$ cat src/sicr_pkg.sv
// static address configuration register bank: shared constants and types
// assumes a 32-bit apb slave, word addressed by register index
package sicr_pkg;

	// ---------------------------------------------------------------
	// register indexes (byte address is four times the index)
	// ---------------------------------------------------------------
	localparam int NUM_OCT = 13;
	localparam int IDX_W = 14;
	localparam logic [13:0] IDX_IP_MSB = 14'h03e5;
	localparam logic [13:0] IDX_IP_SECOND = 14'h03e6;
	localparam logic [13:0] IDX_IP_THIRD = 14'h03e7;
	localparam logic [13:0] IDX_IP_LSB = 14'h03e8;
	localparam logic [13:0] IDX_MASK_MSB = 14'h03e9;
	localparam logic [13:0] IDX_MASK_SECOND = 14'h03ea;
	localparam logic [13:0] IDX_MASK_THIRD = 14'h03eb;
	localparam logic [13:0] IDX_MASK_LSB = 14'h03ec;
	localparam logic [13:0] IDX_GW_MSB = 14'h03ed;
	localparam logic [13:0] IDX_GW_SECOND = 14'h03ee;
	localparam logic [13:0] IDX_GW_THIRD = 14'h03ef;
	localparam logic [13:0] IDX_GW_LSB = 14'h03f0;
	localparam logic [13:0] IDX_STARTUP_MODE = 14'h03f1;
	localparam logic [13:0] IDX_RELOAD_CMD = 14'h0b5b;
	localparam logic [13:0] IDX_RELOAD_STATUS = 14'h0b5c;

	// slot order of the octet store: ip, mask, gateway, startup mode
	localparam logic [13:0] OCT_IDX [NUM_OCT] = '{
		IDX_IP_MSB, IDX_IP_SECOND, IDX_IP_THIRD, IDX_IP_LSB,
		IDX_MASK_MSB, IDX_MASK_SECOND, IDX_MASK_THIRD, IDX_MASK_LSB,
		IDX_GW_MSB, IDX_GW_SECOND, IDX_GW_THIRD, IDX_GW_LSB,
		IDX_STARTUP_MODE
	};
	localparam int SLOT_MODE = 12;

	// ---------------------------------------------------------------
	// values after reset
	// ---------------------------------------------------------------
	localparam logic [7:0] OCT_RST [NUM_OCT] = '{
		8'hc0, 8'ha8, 8'h01, 8'h14,
		8'hff, 8'hff, 8'hff, 8'h00,
		8'hc0, 8'ha8, 8'h01, 8'h01,
		8'h02
	};

	// reload command codes
	localparam logic [7:0] CMD_IDLE = 8'h00;
	localparam logic [7:0] CMD_RELOAD_NOW = 8'h01;
	localparam logic [7:0] CMD_CANCEL = 8'h02;

	// status register fields
	localparam int ST_REQ_BIT = 0;
	localparam int ST_STATIC_BIT = 1;
	localparam int ST_DIFF_BIT = 2;

	typedef enum logic [1:0] {
		SICR_MODE_STATIC = 2'b00,
		SICR_MODE_BOOTP = 2'b01,
		SICR_MODE_DHCP = 2'b10
	} sicr_mode_t;

	typedef struct packed {
		logic [3:0][7:0] ip;
		logic [3:0][7:0] mask;
		logic [3:0][7:0] gw;
		sicr_mode_t mode;
	} sicr_net_cfg_t;

endpackage : sicr_pkg

$ cat src/sicr_cfg_byte.sv
// one configuration octet: pending copy written by software, active copy
// assumes apply is a one-cycle pulse from the reload logic
`timescale 1ns/100ps

module sicr_cfg_byte #(
	parameter logic [7:0] RESET_VAL = 8'h00
) (
	input wire logic pclk,
	input wire logic presetn,
	input wire logic wr_en,
	input wire logic [7:0] wdata,
	input wire logic apply,
	output logic [7:0] pending,
	output logic [7:0] active
);

	logic [7:0] pending_reg;
	logic [7:0] active_reg;

	// apply takes the old pending value, so a write in the same cycle waits
	always_ff @(posedge pclk or negedge presetn) begin
		if (!presetn) begin
			pending_reg <= RESET_VAL;
			active_reg <= RESET_VAL;
		end else begin
			if (wr_en) begin
				pending_reg <= wdata;
			end
			if (apply) begin
				active_reg <= pending_reg;
			end
		end
	end

	assign pending = pending_reg;
	assign active = active_reg;

endmodule : sicr_cfg_byte

$ cat src/sicr_apb_port.sv
// apb slave front end: decode, zero-wait answer, registered read data
// assumes the master keeps the request stable through the access phase
`timescale 1ns/100ps

module sicr_apb_port #(
	parameter int ADDR_W = 16
) (
	input wire logic pclk,
	input wire logic presetn,
	input wire logic psel,
	input wire logic penable,
	input wire logic pwrite,
	input wire logic [ADDR_W-1:0] paddr,
	input wire logic hit,
	input wire logic [31:0] rd_value,
	output logic [sicr_pkg::IDX_W-1:0] idx,
	output logic wr_stb,
	output logic [31:0] prdata,
	output logic pready,
	output logic pslverr
);

	if (ADDR_W < sicr_pkg::IDX_W + 2) begin : g_check
		$error("sicr_apb_port: ADDR_W too small for the register map");
	end

	logic [31:0] prdata_reg;
	wire setup_ph = psel & ~penable;
	wire access_ph = psel & penable;
	wire aligned = (paddr[1:0] == 2'b00);
	// shift, not slice: at the default width nothing lies above the index field
	wire upper_zero = ((paddr >> (sicr_pkg::IDX_W + 2)) == '0);
	wire mapped = hit & aligned & upper_zero;

	assign idx = paddr[sicr_pkg::IDX_W+1:2];
	assign pready = access_ph;
	assign pslverr = access_ph & ~mapped;
	assign wr_stb = access_ph & pwrite & mapped;
	assign prdata = prdata_reg;

	// read data caught in setup so that it comes from a flop with no wait state
	always_ff @(posedge pclk or negedge presetn) begin
		if (!presetn) begin
			prdata_reg <= 32'h0000_0000;
		end else if (setup_ph) begin
			prdata_reg <= (mapped & ~pwrite) ? rd_value : 32'h0000_0000;
		end
	end

endmodule : sicr_apb_port

$ cat src/sicr_regs.sv
// static address configuration register bank, apb slave, top level
// assumes a single 40 mhz clock and that net_busy is synchronous to it
//
// What this block does
// - code 1 applies pending changes at once, or once net_busy drops
// - code 2 cancels an outstanding reload request
// - command register returns to zero by itself
// - static values used only in static mode
// - new values wait for reload; power-up restores the defaults
// - ip octets default 192.168.1.20
// - mask octets default 255.255.255.0
// - gateway msb octet defaults to 192
// - startup mode: static, bootp, dhcp; dhcp default
// - gateway lower octets default 168, 1, 1
//
// Local design decision: register access over APB.
`timescale 1ns/100ps

module sicr_regs #(
	parameter int ADDR_W = 16
) (
	input wire logic pclk,
	input wire logic presetn,
	input wire logic psel,
	input wire logic penable,
	input wire logic pwrite,
	input wire logic [ADDR_W-1:0] paddr,
	input wire logic [31:0] pwdata,
	output logic [31:0] prdata,
	output logic pready,
	output logic pslverr,
	input wire logic net_busy,
	output sicr_pkg::sicr_net_cfg_t active_cfg,
	output logic use_static,
	output logic [31:0] static_ip,
	output logic [31:0] static_mask,
	output logic [31:0] static_gw,
	output logic reload_applied
);

	// ---------------------------------------------------------------
	// bus front end
	// ---------------------------------------------------------------
	logic [sicr_pkg::IDX_W-1:0] idx;
	logic wr_stb;
	logic [31:0] rd_value;
	logic [sicr_pkg::NUM_OCT-1:0] hit_oct;
	logic [7:0] pend [sicr_pkg::NUM_OCT];
	logic [7:0] act [sicr_pkg::NUM_OCT];

	wire hit_cmd = (idx == sicr_pkg::IDX_RELOAD_CMD);
	wire hit_status = (idx == sicr_pkg::IDX_RELOAD_STATUS);
	wire hit_any = (|hit_oct) | hit_cmd | hit_status;

	sicr_apb_port #(
		.ADDR_W(ADDR_W)
	) u_port (
		.pclk(pclk),
		.presetn(presetn),
		.psel(psel),
		.penable(penable),
		.pwrite(pwrite),
		.paddr(paddr),
		.hit(hit_any),
		.rd_value(rd_value),
		.idx(idx),
		.wr_stb(wr_stb),
		.prdata(prdata),
		.pready(pready),
		.pslverr(pslverr)
	);

	// ---------------------------------------------------------------
	// reload command and request
	// ---------------------------------------------------------------
	logic [7:0] cmd_reg;
	logic [7:0] cmd_next;
	logic req_reg;
	logic req_next;
	logic applied_reg;

	wire [7:0] wbyte = pwdata[7:0];
	wire cmd_wr = wr_stb & hit_cmd;
	wire cmd_ok = (pwdata[31:8] == 24'h00_0000)
		& ((wbyte == sicr_pkg::CMD_RELOAD_NOW) | (wbyte == sicr_pkg::CMD_CANCEL));
	wire set_reload = cmd_wr & cmd_ok & (wbyte == sicr_pkg::CMD_RELOAD_NOW);
	wire cancel_reload = cmd_wr & cmd_ok & (wbyte == sicr_pkg::CMD_CANCEL);
	// copy is held off while the network side is mid-transaction
	wire apply = req_reg & ~net_busy;

	// accepted code shows for one cycle, then the register falls back to 0
	assign cmd_next = (cmd_wr & cmd_ok) ? wbyte : sicr_pkg::CMD_IDLE;
	// a new reload request wins over the clear by apply or cancel
	assign req_next = set_reload ? 1'b1
		: (cancel_reload | apply) ? 1'b0
		: req_reg;

	always_ff @(posedge pclk or negedge presetn) begin
		if (!presetn) begin
			cmd_reg <= sicr_pkg::CMD_IDLE;
			req_reg <= 1'b0;
			applied_reg <= 1'b0;
		end else begin
			cmd_reg <= cmd_next;
			req_reg <= req_next;
			applied_reg <= apply;
		end
	end

	// ---------------------------------------------------------------
	// octet store: pending and active copies
	// ---------------------------------------------------------------
	wire mode_ok = (pwdata[31:2] == 30'h0000_0000) & (pwdata[1:0] != 2'b11);

	for (genvar i = 0; i < sicr_pkg::NUM_OCT; i++) begin : g_oct
		wire val_ok = (i == sicr_pkg::SLOT_MODE) ? mode_ok : (pwdata[31:8] == 24'h00_0000);
		assign hit_oct[i] = (idx == sicr_pkg::OCT_IDX[i]);
		sicr_cfg_byte #(
			.RESET_VAL(sicr_pkg::OCT_RST[i])
		) u_byte (
			.pclk(pclk),
			.presetn(presetn),
			.wr_en(wr_stb & hit_oct[i] & val_ok),
			.wdata(wbyte),
			.apply(apply),
			.pending(pend[i]),
			.active(act[i])
		);
	end

	// ---------------------------------------------------------------
	// read mux and status
	// ---------------------------------------------------------------
	logic diff;
	logic [7:0] oct_rd;

	always_comb begin
		diff = 1'b0;
		oct_rd = 8'h00;
		for (int i = 0; i < sicr_pkg::NUM_OCT; i++) begin
			diff = diff | (pend[i] != act[i]);
			oct_rd = oct_rd | (hit_oct[i] ? pend[i] : 8'h00);
		end
	end

	wire [31:0] status_word = {29'h0000_0000, diff, use_static, req_reg};
	assign rd_value = hit_cmd ? {24'h00_0000, cmd_reg}
		: hit_status ? status_word
		: {24'h00_0000, oct_rd};

	// ---------------------------------------------------------------
	// active set towards the network logic
	// ---------------------------------------------------------------
	assign active_cfg.ip = {act[0], act[1], act[2], act[3]};
	assign active_cfg.mask = {act[4], act[5], act[6], act[7]};
	assign active_cfg.gw = {act[8], act[9], act[10], act[11]};
	assign active_cfg.mode = sicr_pkg::sicr_mode_t'(act[sicr_pkg::SLOT_MODE][1:0]);
	// outside static mode the static values are hidden, not merely flagged
	assign use_static = (active_cfg.mode == sicr_pkg::SICR_MODE_STATIC);
	assign static_ip = use_static ? active_cfg.ip : 32'h0000_0000;
	assign static_mask = use_static ? active_cfg.mask : 32'h0000_0000;
	assign static_gw = use_static ? active_cfg.gw : 32'h0000_0000;
	assign reload_applied = applied_reg;

	// ---------------------------------------------------------------
	// checks
	// ---------------------------------------------------------------
	logic fresh_reg;
	logic [8*sicr_pkg::NUM_OCT-1:0] pend_flat;
	logic [8*sicr_pkg::NUM_OCT-1:0] act_flat;

	always_comb begin
		pend_flat = '0;
		act_flat = '0;
		for (int i = 0; i < sicr_pkg::NUM_OCT; i++) begin
			pend_flat[8*i +: 8] = pend[i];
			act_flat[8*i +: 8] = act[i];
		end
	end

	always_ff @(posedge pclk or negedge presetn) begin
		if (!presetn) begin
			fresh_reg <= 1'b1;
		end else begin
			fresh_reg <= 1'b0;
		end
	end
endmodule : sicr_regs

$ cat config.mk
export PLATFORM = sky130hd
export DESIGN_NAME = sicr_regs
export DESIGN_NICKNAME = d
export VERILOG_FILES = /design/src/sicr_pkg.sv /design/src/sicr_cfg_byte.sv /design/src/sicr_apb_port.sv /design/src/sicr_regs.sv
export SDC_FILE = /design/constraint.sdc
export NUM_CORES = 1
export LEC_CHECK = 0
export ABC_AREA = 1
export BUFFER_PORTS_ARGS = -buffer_cell sky130_fd_sc_hd__buf_2
export CORE_MARGIN = 5
export CORE_UTILIZATION = 38
export CTS_CLUSTER_DIAMETER = 150
export DETAILED_ROUTE_END_ITERATION = 6
export PLACE_DENSITY = 0.67
export SYNTH_ARGS = -nofsm -noshare
export SYNTH_HDL_FRONTEND = slang
export SYNTH_SLANG_ARGS = --single-unit
$ cat constraint.sdc
create_clock -name pclk -period 2.4 [get_ports pclk]
set_input_delay 0.24 -clock pclk [delete_from_list [all_inputs] [get_ports pclk]]
set_output_delay 0.24 -clock pclk [all_outputs]
set_load 0.005 [all_outputs]
==> impl_metrics.env <==
export IMPL_yosysWarnings=0
export IMPL_portBuffers=259
export IMPL_fmax_mhz=460
export IMPL_worstSkewPairLatency_ps=530
export IMPL_outcome="completed"
export IMPL_nNetsFinal=1985
export IMPL_dieArea_um2=37500
export IMPL_grt_pass1_wl_mm=71.0
export IMPL_drt_total_wl_mm=46.8
export IMPL_coreArea_um2=33400
export IMPL_p_per_area_nw_per_um2=576
export IMPL_synth_seq_area_share_pct=45.0
export IMPL_required_ps=2160
export IMPL_finClkSkew_ps=14.2
export IMPL_cap_violations=0
export IMPL_fillers=3431
export IMPL_postSynthAreaPerCell_um2=7.41
export IMPL_fin_crit_ps=2170
export IMPL_ys_types=32
export IMPL_ant_nets=0
export IMPL_multi_input_area_um2=5220
export IMPL_grt_use_total_pct=24.2
export IMPL_synth_seq_cells=226
export IMPL_tritoncts="built"
export IMPL_dp_hpwl_mm=36.6
export IMPL_die_x_um=194
export IMPL_rsz0062_at_grt="no"
export IMPL_clk_pin_slew_ps=50
export IMPL_vias=11900
export IMPL_rows=67
export IMPL_antenna_found_initial=1
export IMPL_grt_pass1_vias=11500
export IMPL_worstPathMaxFanout=10
export IMPL_path_cells="buf_2 -> inv_1 -> nor2_1 -> nand2_1 -> nor2_1 -> nand2_1 -> nand2_1 -> nor2_1 -> nand2_1 -> nor2_1 -> nor2_4 -> buf_4 -> buf_4 -> nor2_1 -> buf_2"
export IMPL_setup_viol=0
export IMPL_relSlewSlack_pct=49.4
export IMPL_p_total_mw=8.63
export IMPL_finalHoldViolCount=0
export IMPL_gp_congestion=0.984
export IMPL_drc=0
export IMPL_cts_sinks=226
export IMPL_drt_initial_drc_count=1141
export IMPL_final_layout_size_suffix_gt1_share_pct=24.7
export IMPL_slew_violations=0
export IMPL_crit_arrival_ps=1930
export IMPL_grt_ovfl_total=0
export IMPL_ios=284
export IMPL_power_static_leakage_nw=7.29
export IMPL_slowest_stage="nor2_1"
export IMPL_ff_latch_area_um2=5760
export IMPL_path_class="primary input to output pin"
export IMPL_worst_setup_path_end_kind="output pin"
export IMPL_cp_common_cell="nor2_1"
export IMPL_final_area_um2=15000
export IMPL_syn_inst=1729
export IMPL_min_path_type="primary input to flip-flop"
export IMPL_syn_area_um2=12800
export IMPL_syn2layout_area_growth_pct=16.9
export IMPL_finalSetupTns_ps=0
export IMPL_worstMarginPinSlew_ps=758
export IMPL_die_h_um=194
export IMPL_grt_max_degree=83
export IMPL_max_stage_delay_ps=240
export IMPL_vias_per_cell=4.95
export IMPL_critPathLaunchType="primary input"
export IMPL_cts_root_buf="clkbuf_16"
export IMPL_ir_drop_uv=539
export IMPL_h_tree_depth=1
export IMPL_placed_area_um2=14100
export IMPL_cts_buffers=26
export IMPL_post_cts_buffers=0
export IMPL_clockBufferDepth=3
export IMPL_wire_per_inst_um=19.5
export IMPL_initial_utilization_pct=38.4
export IMPL_finalCritPeriodShare_pct=90.6
export IMPL_drt_first_pass_iters=5
export IMPL_crit_buf_inv=5
export IMPL_crit_family="simple AND/OR/NAND/NOR gates"
## area by class of cell
| type | count | share of cell area [%] |
|---|---|---|
| antenna | 1 | 0.0167 |
| clock buffer | 46 | 5.39 |
| sequential | 226 | 38.4 |
| tap | 448 | 3.74 |
| timing repair buffer | 322 | 12.3 |
| inverter | 205 | 5.14 |
| clock inverter | 2 | 0.0919 |
| multi-input combinational | 1150 | 34.9 |
## cell families (layout without fill, tap and decap cells)
logic type,after synthesis,in the layout,synth area share [%]
other,1,31,0.0293
buffers and inverters,382,575,15.2
DFF,226,226,45.0
xor gates and xnor gates,39,39,2.67
AOI/OAI and AO/OA,240,240,9.95
and+or+nand+nor,841,841,27.2
## final timing paths
| check | start | depth (start not counted) | end | slack (ps) |
|---|---|---|---|---|
| setup reg to reg | g_oct[8].u_byte.pending[2] | 12 | u_port.prdata[2] | 300 |
| hold reg to reg | u_port.prdata[2] | 2 | u_port.prdata[2] | 480 |
| max in group asynchronous | presetn | 3 | g_oct[4].u_byte.active[4] | 1280 |
| hold / removal | pwdata[1] | 5 | g_oct[12].u_byte.pending[1] | 90 |
| min in group asynchronous | presetn | 2 | g_oct[0].u_byte.active[2] | 270 |
| setup / recovery | paddr[3] | 15 | pslverr | 230 |
## worst reg2reg max path, delay by kind of cell (launching register included)
family,cells,cell delay [ps]
DFF,1,460
and+or+nand+nor,11,1030
xor gates and xnor gates,1,500
## through the flow
| stage | hold WS [ps] | util [%] | worst slack (ps) | std cells |
|---|---|---|---|---|
| 2_1_floorplan | -55.6 | - | 524 | 1758 |
| 3_3_place_gp | 232 | 42.3 | 157 | 2348 |
| 3_5_place_dp | 230 | 42.3 | 115 | 2348 |
| 6_report | 89.5 | 44.9 | 226 | 2400 |
| 5_1_grt | 141 | 44.9 | 25.7 | 2399 |
| 4_1_cts | 79.1 | 44.8 | 82.8 | 2399 |
## cells in the final DEF, fill, tap and decap left out, drive strengths merged
master	Yosys	layout
nand4	34	34
nor4	7	7
or2	15	15
conb	1	30
o2111ai	4	4
buf	146	319
nor2	214	214
dfrtp	146	146
o21ai	218	218
xor2	4	4
dfstp	80	80
nand2	514	514
o22ai	4	4
o211ai	6	6
xnor2	35	35
a21oi	7	7
clkinv	1	1
diode	0	1
nand3	46	46
o221ai	1	1
dlygate4sd3	0	3
nor3	11	11
clkbuf	31	46
inv	204	206
## synthesized netlist by cell type, drive strengths merged
master	instances	area share [%]
conb	1	0.029
a21oi	7	0.27
o2111ai	4	0.27
dfstp	80	16
clkinv	1	0.029
inv	204	6.0
o221ai	1	0.068
nand3	46	2.3
nor4	7	0.34
or2	15	0.73
o211ai	6	0.35
clkbuf	31	0.91
xnor2	35	2.4
nand4	34	1.7
xor2	4	0.27
nor2	214	6.6
nor3	11	0.43
o21ai	218	8.8
buf	146	8.3
nand2	514	15
dfrtp	146	29
o22ai	4	0.20
## metal layers
metal | up-vias | GRT usage (%) | part of all wire, %
li1 | 5653 | - | -
met1 | 5665 | 33.5 | 43
met2 | 487 | 39.3 | 46
met3 | 79 | 4.14 | 7.6
met4 | 2 | 6.85 | 3.2
met5 | - | 0 | 0.028
## power by group
part	switching (mW)	internal [mW]	total (mW)
clock	1.57	2.26	3.83
sequential	0.0952	3.94	4.03
combinational	0.489	0.272	0.761
total	2.15	6.47	8.63
## what timing repair did
action / CTS / global route
gates resized for setup: 0 / 2
setup endpoints to repair: 0 / 2
hold buffers: 3 / 0
endpoints found under the hold margin: 44 / 0
(Power assumes the default switching activity.)
